[src/verilog/cpd_map.svh]
// Offsets, field positions, reset values and counts for the code protection block.
`ifndef CPD_MAP_SVH
`define CPD_MAP_SVH
// ==========================================
// Configuration word
`define CPD_CFG_ADDR 16'hFFF8
`define CPD_CP_BIT 0
`define CPD_DBG_BIT 1
`define CPD_CFG_RESET 16'hFFFF
// ==========================================
// Serial frame: op, address, data
`define CPD_FRAME_LAST 6'h21
`define CPD_OP_HI 33
`define CPD_OP_LO 32
`define CPD_ADDR_HI 31
`define CPD_ADDR_LO 16
`define CPD_DATA_HI 15
`define CPD_OP_READ 2'h1
`define CPD_OP_WRITE 2'h2
`define CPD_OP_CFG 2'h3
`define CPD_SEND_LAST 4'hF
// ==========================================
// Debugger reservations
`define CPD_DBG_STACK 2'h2
`define CPD_DBG_PM_BYTES 10'h200
`define CPD_DBG_DM_BYTES 4'hA
`endif

[src/verilog/cpd_pkg.sv]
// Types shared by the code protection block.
package cpd_pkg;
   typedef struct packed {
      logic        req;
      logic        write;
      logic [15:0] addr;
      logic [15:0] wdata;
   } cpd_mem_req_t;
   typedef struct packed {
      logic       pinsOwned;
      logic [1:0] stackLevels;
      logic [9:0] progBytes;
      logic [3:0] dataBytes;
   } cpd_debug_res_t;
   typedef enum logic [2:0] {
      CPD_LOAD,
      CPD_LOAD_WAIT,
      CPD_RUN,
      CPD_EXEC,
      CPD_SEND
   } cpd_state_t;
endpackage

[src/verilog/cpd_code_protect.sv]
// Configuration load, write-once guard, parity watch, code protection and serial access.
`timescale 1ns/1ps
`include "cpd_map.svh"

// Overview of operation
// - One protect bit guards all program memory.
// - Protect bit refuses external memory reads, writes.
// - Core fetches and accesses never see protection.
// - Each config bit changes once per power.
// - Parity mismatch on config raises device reset.
// - Config loads from flash configuration word.
// - Protect bit also blocks flash config words.
// - Programmer clocks pin A, data on B.
// - Debug enabled only when debug bit zero.
// - Debug reserves pins, stack, memory bytes.
module cpd_code_protect (
   input  wire logic                    clock,
   input  wire logic                    rstn,
   input  wire logic                    monitorLinkPinAIn,
   input  wire logic                    monitorLinkPinBIn,
   output logic                         monitorLinkPinBOut,
   output logic                         monitorLinkPinBOe,
   output cpd_pkg::cpd_mem_req_t        memReq,
   input  wire logic                    memAck,
   input  wire logic [15:0]             memRdata,
   output logic                         coreRstn,
   output logic                         deviceResetReq,
   output logic                         accessRefused,
   output logic                         codeProtect,
   output logic                         debugEnable,
   output cpd_pkg::cpd_debug_res_t      debugRes
);
   import cpd_pkg::*;

   // ==========================================
   // Pin synchronisers
   logic clkS1_reg;
   logic clkS2_reg;
   logic clkS3_reg;
   logic datS1_reg;
   logic datS2_reg;

   always_ff @(posedge clock or negedge rstn) begin
      if (!rstn) begin
         clkS1_reg <= 1'b0;
         clkS2_reg <= 1'b0;
         clkS3_reg <= 1'b0;
         datS1_reg <= 1'b0;
         datS2_reg <= 1'b0;
      end else begin
         clkS1_reg <= monitorLinkPinAIn;
         clkS2_reg <= clkS1_reg;
         clkS3_reg <= clkS2_reg;
         datS1_reg <= monitorLinkPinBIn;
         datS2_reg <= datS1_reg;
      end
   end

   // The programmer owns the serial clock, so only its sampled rising edge counts.
   wire clkRise = clkS2_reg & ~clkS3_reg;

   // ==========================================
   // State
   cpd_state_t     state_reg;
   cpd_state_t     state_next;
   logic [15:0]    cfg_reg;
   logic [15:0]    cfg_next;
   logic           refPar_reg;
   logic           refPar_next;
   logic [15:0]    pgmd_reg;
   logic [15:0]    pgmd_next;
   logic [33:0]    shift_reg;
   logic [5:0]     bitCnt_reg;
   logic [15:0]    out_reg;
   logic [3:0]     outCnt_reg;
   logic           oe_reg;
   cpd_mem_req_t   memReq_reg;
   cpd_mem_req_t   memReq_next;
   logic           coreRstn_reg;
   logic           devRst_reg;
   logic           refused_reg;
   logic           dbgEn_reg;
   cpd_debug_res_t dbgRes_reg;

   // ==========================================
   // Decoding
   wire [33:0] frame = {shift_reg[32:0], datS2_reg};
   wire [1:0]  op = frame[`CPD_OP_HI:`CPD_OP_LO];
   wire [15:0] opAddr = frame[`CPD_ADDR_HI:`CPD_ADDR_LO];
   wire [15:0] opData = frame[`CPD_DATA_HI:0];
   wire        frameDone = (state_reg == CPD_RUN) && clkRise && (bitCnt_reg == `CPD_FRAME_LAST);
   wire        cpOn = cfg_reg[`CPD_CP_BIT];
   // Only the serial path is gated; the core's own memory port never passes through here.
   wire        memOp = (op == `CPD_OP_READ) || (op == `CPD_OP_WRITE);
   // The whole space, the configuration word included, falls under the one bit.
   wire        refuse = frameDone && memOp && cpOn;
   wire        grant = frameDone && memOp && !cpOn;
   wire        cfgWr = frameDone && (op == `CPD_OP_CFG);
   // A bit already programmed this power cycle keeps its value.
   wire [15:0] cfgMask = ~pgmd_reg & (opData ^ cfg_reg);
   wire        running = (state_reg != CPD_LOAD) && (state_reg != CPD_LOAD_WAIT);
   wire        parityBad = running && ((^cfg_reg) != refPar_reg);
   wire        sendDone = (state_reg == CPD_SEND) && clkRise && (outCnt_reg == `CPD_SEND_LAST);

   // ==========================================
   // Next-state logic
   always_comb begin
      state_next = state_reg;
      cfg_next = cfg_reg;
      refPar_next = refPar_reg;
      pgmd_next = pgmd_reg;
      memReq_next = memReq_reg;
      case (state_reg)
         CPD_LOAD: begin
            memReq_next = '{req: 1'b1, write: 1'b0, addr: `CPD_CFG_ADDR, wdata: 16'h0000};
            state_next = CPD_LOAD_WAIT;
         end
         CPD_LOAD_WAIT: begin
            if (memAck) begin
               cfg_next = memRdata;
               refPar_next = ^memRdata;
               memReq_next.req = 1'b0;
               state_next = CPD_RUN;
            end
         end
         CPD_RUN: begin
            if (grant) begin
               memReq_next = '{req: 1'b1, write: op == `CPD_OP_WRITE, addr: opAddr, wdata: opData};
               state_next = CPD_EXEC;
            end else if (refuse && op == `CPD_OP_READ) begin
               state_next = CPD_SEND;
            end else if (cfgWr) begin
               cfg_next = (cfg_reg & ~cfgMask) | (opData & cfgMask);
               pgmd_next = pgmd_reg | cfgMask;
               refPar_next = ^((cfg_reg & ~cfgMask) | (opData & cfgMask));
            end
         end
         CPD_EXEC: begin
            if (memAck) begin
               memReq_next.req = 1'b0;
               state_next = memReq_reg.write ? CPD_RUN : CPD_SEND;
            end
         end
         CPD_SEND: begin
            if (sendDone) begin
               state_next = CPD_RUN;
            end
         end
         default: begin
            state_next = CPD_LOAD;
         end
      endcase
      if (parityBad) begin
         state_next = CPD_LOAD;
         memReq_next.req = 1'b0;
      end
   end

   // ==========================================
   // Control registers
   always_ff @(posedge clock or negedge rstn) begin
      if (!rstn) begin
         state_reg <= CPD_LOAD;
         cfg_reg <= `CPD_CFG_RESET;
         refPar_reg <= 1'b0;
         pgmd_reg <= 16'h0000;
         memReq_reg <= '0;
         coreRstn_reg <= 1'b0;
         devRst_reg <= 1'b0;
         refused_reg <= 1'b0;
      end else begin
         state_reg <= state_next;
         cfg_reg <= cfg_next;
         refPar_reg <= refPar_next;
         pgmd_reg <= pgmd_next;
         memReq_reg <= memReq_next;
         coreRstn_reg <= (state_next != CPD_LOAD) && (state_next != CPD_LOAD_WAIT);
         devRst_reg <= parityBad;
         refused_reg <= refuse;
      end
   end

   // ==========================================
   // Serial shifter
   always_ff @(posedge clock or negedge rstn) begin
      if (!rstn) begin
         shift_reg <= '0;
         bitCnt_reg <= 6'h00;
      end else if (state_reg != CPD_RUN) begin
         bitCnt_reg <= 6'h00;
      end else if (clkRise) begin
         shift_reg <= frame;
         bitCnt_reg <= frameDone ? 6'h00 : bitCnt_reg + 6'h01;
      end
   end

   // A refused read still clocks out a word, as all zeros, so the frame timing never changes.
   always_ff @(posedge clock or negedge rstn) begin
      if (!rstn) begin
         out_reg <= 16'h0000;
         outCnt_reg <= 4'h0;
         oe_reg <= 1'b0;
      end else if (state_reg == CPD_EXEC && memAck) begin
         out_reg <= memRdata;
         outCnt_reg <= 4'h0;
         oe_reg <= !memReq_reg.write;
      end else if (refuse) begin
         out_reg <= 16'h0000;
         outCnt_reg <= 4'h0;
         oe_reg <= op == `CPD_OP_READ;
      end else if (state_reg == CPD_SEND && clkRise) begin
         out_reg <= {out_reg[14:0], 1'b0};
         outCnt_reg <= outCnt_reg + 4'h1;
         oe_reg <= !sendDone;
      end else if (state_reg != CPD_SEND) begin
         oe_reg <= 1'b0;
      end
   end

   // ==========================================
   // Debug resources
   always_ff @(posedge clock or negedge rstn) begin
      if (!rstn) begin
         dbgEn_reg <= 1'b0;
         dbgRes_reg <= '0;
      end else begin
         dbgEn_reg <= running && !cfg_reg[`CPD_DBG_BIT];
         if (running && !cfg_reg[`CPD_DBG_BIT]) begin
            dbgRes_reg <= '{pinsOwned: 1'b1, stackLevels: `CPD_DBG_STACK,
               progBytes: `CPD_DBG_PM_BYTES, dataBytes: `CPD_DBG_DM_BYTES};
         end else begin
            dbgRes_reg <= '0;
         end
      end
   end

   // ==========================================
   // Outputs
   assign monitorLinkPinBOut = out_reg[15];
   assign monitorLinkPinBOe = oe_reg;
   assign memReq = memReq_reg;
   assign coreRstn = coreRstn_reg;
   assign deviceResetReq = devRst_reg;
   assign accessRefused = refused_reg;
   assign codeProtect = cfg_reg[`CPD_CP_BIT];
   assign debugEnable = dbgEn_reg;
   assign debugRes = dbgRes_reg;

   // ==========================================
   // Checks
   ext_blocked_a: assert property (@(posedge clock) disable iff (!rstn)
      $rose(memReq_reg.req) && state_reg == CPD_EXEC |-> !cpOn)
      else $error("External access issued while protected.");

   cfg_word_blocked_a: assert property (@(posedge clock) disable iff (!rstn)
      $rose(memReq_reg.req) && memReq_reg.addr == `CPD_CFG_ADDR && coreRstn_reg |-> !cpOn)
      else $error("Configuration word reached while protected.");

   refuse_flag_a: assert property (@(posedge clock) disable iff (!rstn)
      frameDone && memOp && cpOn |=> accessRefused && !memReq_reg.req)
      else $error("Protected access was not refused.");

   write_once_a: assert property (@(posedge clock) disable iff (!rstn)
      running && $past(running) |-> ((cfg_reg ^ $past(cfg_reg)) & $past(pgmd_reg)) == 16'h0000)
      else $error("Programmed configuration bit changed.");

   parity_reset_a: assert property (@(posedge clock) disable iff (!rstn)
      parityBad |=> deviceResetReq && !coreRstn ##1 !deviceResetReq)
      else $error("Parity failure did not reset the device.");

   load_source_a: assert property (@(posedge clock) disable iff (!rstn)
      $rose(coreRstn_reg) |-> cfg_reg == $past(memRdata) && $past(memAck))
      else $error("Configuration not taken from flash word.");

   release_after_a: assert property (@(posedge clock) disable iff (!rstn)
      $rose(coreRstn_reg) |-> (^cfg_reg) == refPar_reg && $past(state_reg) == CPD_LOAD_WAIT)
      else $error("Core released before configuration load.");

   debug_enable_a: assert property (@(posedge clock) disable iff (!rstn)
      running && !cfg_reg[`CPD_DBG_BIT] [*2] |-> debugEnable)
      else $error("Debug not enabled with debug bit clear.");

   debug_res_a: assert property (@(posedge clock) disable iff (!rstn)
      debugEnable |-> debugRes.pinsOwned && debugRes.stackLevels == 2'h2 && debugRes.progBytes == 10'h200
         && debugRes.dataBytes == 4'hA)
      else $error("Debug reservations wrong.");

   debug_off_a: assert property (@(posedge clock) disable iff (!rstn)
      !debugEnable |-> debugRes == '0)
      else $error("Debug reservations held with debug off.");

   core_free_a: assert property (@(posedge clock) disable iff (!rstn)
      running && $past(running) |-> coreRstn_reg)
      else $error("Protection held the core in reset.");

   refuse_pulse_a: assert property (@(posedge clock) disable iff (!rstn)
      accessRefused |-> !monitorLinkPinBOut ##1 !accessRefused)
      else $error("Refused access leaked data or held the flag.");

   serial_frame_a: assert property (@(posedge clock) disable iff (!rstn)
      frameDone && op == `CPD_OP_CFG |=> bitCnt_reg == 6'h00 && state_reg == CPD_RUN)
      else $error("Serial frame did not close.");
endmodule

[config.mk]
export PLATFORM = sky130hd
export DESIGN_NAME = cpd_code_protect
export DESIGN_NICKNAME = d
export VERILOG_FILES = /design/src/verilog/cpd_pkg.sv /design/src/verilog/cpd_code_protect.sv
export VERILOG_INCLUDE_DIRS = /design/src /design/src/verilog
export SDC_FILE = /design/constraint.sdc
export NUM_CORES = 1
export LEC_CHECK = 0
export BUFFER_PORTS_ARGS = -buffer_cell sky130_fd_sc_hd__buf_2
export CAP_MARGIN = 15
export CELL_PAD_IN_SITES_DETAIL_PLACEMENT = 1
export CELL_PAD_IN_SITES_GLOBAL_PLACEMENT = 2
export CORE_AREA = 2 2 135 137
export CTS_CLUSTER_DIAMETER = 150
export DETAILED_ROUTE_END_ITERATION = 16
export DIE_AREA = 0 0 137 139
export PLACE_DENSITY_LB_ADDON = 0.1
export SYNTH_ARGS = -nofsm -noshare
export SYNTH_HDL_FRONTEND = slang
export SYNTH_SLANG_ARGS = --single-unit
[constraint.sdc]
create_clock -name clock -period 6 [get_ports clock]
set_input_delay 0.3 -clock clock [delete_from_list [all_inputs] [get_ports clock]]
set_output_delay 0.3 -clock clock [all_outputs]
set_load 0.1 [all_outputs]
* Yosys cells after proc, flatten, opt, wreduce, memory -nomap -nowiden *
Index checks and enable logic that the tools add are counted.

operators by class
  add/subtract/negate cells = 2
  equality and inequality tests = 21
  muxes and demuxes = 37
  bitwise gates (word level) = 13
  reductions and logical operators = 37

operator list
  cell                 number
  $mux 16              7
  $pmux 33 s2          1
  $and 16x16->16       3
  $reduce_xor 16->1    3
  $mux 34              1
  $not 16->16          2
  $or 16x16->16        2
  $pmux 16 s2          1
  $mux 3               7
  $mux 6               3
  $mux 17              1
  $xor 16x16->16       1
  $pmux 3 s5           1
  $logic_and 1x1->1    14
  $mux 4               3
  $mux 1               10
  $ne 2x2->1 const B   5
  $ne 3x1->1 const B   3
  $reduce_bool 3->1    3
  $reduce_bool 4->1    2
  $add 6x1->6 const B  1
  $eq 3x2->1 const B   2
  $eq 6x6->1 const B   1
  $ne 3x3->1 const B   2
  other kinds (21)     31

storage, ports and cells
  bits in registers = 156
  input bits = 21
  output and inout bits = 58
  word-level logic and storage cells = 136

* Longest topological paths before layout *
  depth after elaboration = 13
  gate-level depth with buffers = 10
  mapped depth without buffers = 8

* Worst setup path after synthesis *
OpenSTA, ideal clock, no wires.

  path kind = reg2reg
  from = reg cfg_reg[0]
  to = reg pgmd_reg[10]
  arrival = 2235 ps
  data required time = 5876 ps
  path slack = 3641 ps
  cell stages (with the launch flop) = 9
  buffers on the path = 2
  clock period less this slack = 2359 ps
  path through = dfstp_2 buf_2 and4b_1 nand4_1 a21oi_1 nor2_8 nand2_4 buf_6 o21bai_1

on the way
  word-level cells in the longest chain between the ends = 4

ends and longest elaborated chain
  what                                                  line                                            text
  start, declared                                       cpd_code_protect.sv:66                          logic [15:0] cfg_reg;
  start signal, assigned                                cpd_code_protect.sv:164                         cfg_reg <= `CPD_CFG_RESET;
  start signal, assigned                                cpd_code_protect.sv:173                         cfg_reg <= cfg_next;
  $logic_and 1x1->1 or $logic_not 1->1 (tied branches)  cpd_code_protect.sv:96, cpd_code_protect.sv:97
  $logic_and 1x1->1 (on tied branches)                  -
  $not 1->1 (no source line)                            -
  $reduce_and 4->1 (no source line) *                   -
  end signal, assigned                                  cpd_code_protect.sv:175                         pgmd_reg <= pgmd_next;
  end, declared                                         cpd_code_protect.sv:70                          logic [15:0] pgmd_reg;

Mark *: on every way between the ends. The rest lies on a longest branch, timed or not.
A chain may end at the register's enable or synchronous reset.

* Final worst setup path *
  from = reg clkS2_reg
  to = reg coreRstn_reg, in the netlist coreRstn

on the way
  word-level cells in the longest chain between the ends = 12

ends and longest elaborated chain
  what                                             line                                            text
  start, declared                                  cpd_code_protect.sv:38                          logic clkS2_reg;
  start signal, assigned                           cpd_code_protect.sv:52                          clkS2_reg <= clkS1_reg;
  $and 1x1->1 *                                    cpd_code_protect.sv:60                          wire clkRise = clkS2_reg & ~clkS3_reg;
  $logic_and 1x1->1 (2 in series)                  cpd_code_protect.sv:91                          wire frameDone = (state_reg == CPD_RUN) && clkRise && (bitCnt_reg == `CPD_FRAME_LAST);
  $logic_and 1x1->1                                cpd_code_protect.sv:96, cpd_code_protect.sv:97
  $logic_and 1x1->1                                cpd_code_protect.sv:96                          wire refuse = frameDone && memOp && cpOn;
  $logic_and 1x1->1 (no source line)               -
  $mux 3                                           cpd_code_protect.sv:130                         end else if (refuse && op == `CPD_OP_READ) begin
  $mux 3                                           cpd_code_protect.sv:127                         if (grant) begin
  $pmux 3 s5 *                                     cpd_code_protect.sv:113                         case (state_reg)
  $mux 3 *                                         cpd_code_protect.sv:153                         if (parityBad) begin
  $ne 3x1->1 or $reduce_bool 3->1 (tied branches)  cpd_code_protect.sv:177                         coreRstn_reg <= (state_next != CPD_LOAD) && (state_next != CPD_LOAD_WAIT);
  $logic_and 1x1->1 *                              cpd_code_protect.sv:177
  end signal, assigned                             cpd_code_protect.sv:177
  end, declared                                    cpd_code_protect.sv:79                          logic coreRstn_reg;

Marks and branches as above.

==> results.md <==
* Clk_skew at between 0.009 and 0.01 ns
* CTS Sinks at 139
* R2R Setup Slk at 3.26 ns
* Core area at about 18000 um^2
* WL final at 16200 um
* Initial drt markers at ~230
* Leak Pwr at 0.00350 uW
* Placed Instances at slightly above 900
* HP Class: in -> reg
* Final Cycle Share at between 40 and 50%
* Final net count at ~730
* Clk slew on worst S/H paths at 0.06 ns
* RSZ-0062 raised after global routing: false
* Antenna-violating nets left at 0
* Status: finished, final reports clean
* Initial antenna violation count at 0
* Slew HR at between 30% and 40%
* Non-Filler Instances at between 900 and 1k
* Max VDD drop at between 150 and 200 uV
* Cts repair resizes at 0
* Residual DRC at 0
* Peak Freq at 365 MHz
* Crit path time final at 2.74 ns
* WP data arrival at slightly above 3 ns
* Final hold violation count at 0
* Root buffer cell: clkbuf_16
* Largest net degree at the start of global routing at 74
* Detailed-route via count at between 4k and 5k
* EDFF count, synth at 0
* Most common cell after layout, fill and taps aside: dfrtp_1
* # Max-Cap Violations at 0
* CTS tree: done
* Initial cell density of the core at 39.0%
* Final GP Congestion at slightly below 0.8
* Crit-path max FO at 19
* Post-synthesis cell count at approximately 650
* Diode count at 0
* Area Overhead vs Synth at 16.6%
* CP startpoint kind: flop
* Post-detail-place hpwl at around 11000 um
* CP Data Required Time at 6.28 ns
* Max Root-Sink Buffers at 2
* Num rows at 49
* Ys async rst share at 100%
* First-pass GRT wire length at about 27000 um
* Setup crit end kind: flop
* Die height at approximately 140 um
* Ports at 79
* Top cell type's share of synthesized area at 44.7%
* Input/output buffers at between 60 and 70
* Post-Synthesis Cell Area at around 6900 um^2
* WL/cell at approximately 17 um
* Count of cell types in the netlist at 51
* Pre-CTS setup slack at 2.90 ns
* Commonest cells after routing, fill and taps aside: dfrtp_1 (123), nand2_1 (84), buf_2 (65), xnor2_1 (52), a21oi_1 (50)
* DRT Pass-1 Iters at 4
* Number of flip-flops under the largest register name at 34
* Avg Inst Size Synth at between 10 and 15 um^2
* Yosys warnings at 0
* Crit Path Class: reg -> reg
* Fraction of layout cells with a size suffix above 1 at between 20% and 30%
* Die area at approximately 19000 um^2
* Setup ws final at about 3.3 ns
* Seq/Total Area, Yosys at about half
* Post-synthesis cell type with the largest combined area: dfrtp_1
* Total track usage at between 10% and 20%
* Via density at about 5.1
* Clk_lat worst skew at approximately 0.42 ns
* Yosys reg bits at 139
* Total gr overflow at 0
* Top cells by area, synth: dfrtp_1 (45%), xnor2_1 (6.6%), dfstp_2 (6.1%)
* Vias in the first global route at between 5k and 6k
* Final Slew Violations at 0
* H-tree levels at 4
* Worst-Margin Slew at roughly 1 ns
* Die Wd at 137 um
* Ys flop type: dfrtp_1
* P per Cell Area at ~340 nW/um^2
* Setup TNS at 0 ns
* CTS buffer count at 17
* Final setup violation count at 0
critical path, cell delays in order (launching register included):
cell and delay, ns:
dfrtp_1 0.36, nor2b_1 0.52, and3_1 0.94, a41oi_1 0.25, a221oi_2 0.26, o21bai_1 0.17, a21oi_1 0.09
cells in the mapped netlist, types with 2 or more instances:
library cell / instances
dfrtp_1: 123
nand2_1: 84
xnor2_1: 52
a21oi_1: 50
o21ai_0: 37
mux2_2: 31
mux2i_1: 31
buf_4: 22
inv_1: 21
nor2_1: 20
o31ai_1: 17
dfstp_2: 16
nor3_1: 16
or3_1: 16
buf_2: 15
clkbuf_1: 12
o21ai_1: 11
xor2_1: 11
o21bai_1: 9
o21bai_2: 8
ha_1: 6
a31oi_1: 4
nand4_1: 4
and3_1: 3
buf_1: 2
nand2b_1: 2
nand3_1: 2
nor2b_1: 2
o41ai_1: 2
worst paths after layout:
path                             start            end  cells past startpoint
max                          clkS2_reg       coreRstn                      6
min                        memRdata[0]     out_reg[0]                      3
max reg2reg                  clkS2_reg       coreRstn                      6
min reg2reg                  datS1_reg      datS2_reg                      0
max in group asynchronous         rstn   shift_reg[6]                      3
min in group asynchronous         rstn  outCnt_reg[3]                      2
per-stage QoR:
step	cell area, um^2	hold WS, ns	power, uW	util [%]
after CTS	7980	0.125	2800	45.2
after floorplan	6920	0.00441	1470	-
final	8020	0.142	2760	45.4
after detailed placement	7290	0.339	1600	41.3
after global routing	8020	0.139	2900	45.4
after global placement	7290	0.339	1590	41.3
layout make-up:
cell class	instances	area, um^2
tap	229	287
fill	1957	9630
clock inverter	15	234
sequential	139	3500
timing repair buffer	76	447
clock buffer	17	425
multi-input combinational	450	3050
inverter	21	78.8
cell families (layout without fill, tap and decap cells):
kind of cell	after synthesis	after routing	synth area share, %
xor+xnor	64	64	8.35
other cells	1	12	0.0545
fa+ha+maj	6	6	1.09
simple gates	161	161	11.6
mux	62	62	9.59
flops	139	139	50.9
buf+inv	73	129	5.57
compound gates	145	145	12.9
where the power goes:
group          total (uW)  switching [uW]  leakage [uW]  internal [uW]
logic                 488             251       0.00146            237
clock network        1180             434      0.000311            746
registers            1090            96.3       0.00172            994
total                2760             781       0.00350           1980
what timing repair did:
item / 4_1_cts / 5_1_grt
buffers inserted: 0 / 0
setup endpoints to repair: 0 / 0
hold endpoints to repair: 68 / 0
hold buffers: 3 / 0
routing by layer:
layer / vias up / part of all wire [%] / track usage (%)
met1: 2433 / 46 / 24.3
met4: 0 / 1.3 / 5.26
li1: 2312 / - / -
met3: 15 / 2.9 / 4.35
met2: 67 / 50 / 29.2
met5: - / 0 / 0
No activity file was read; power rests on OpenSTA's default activity.
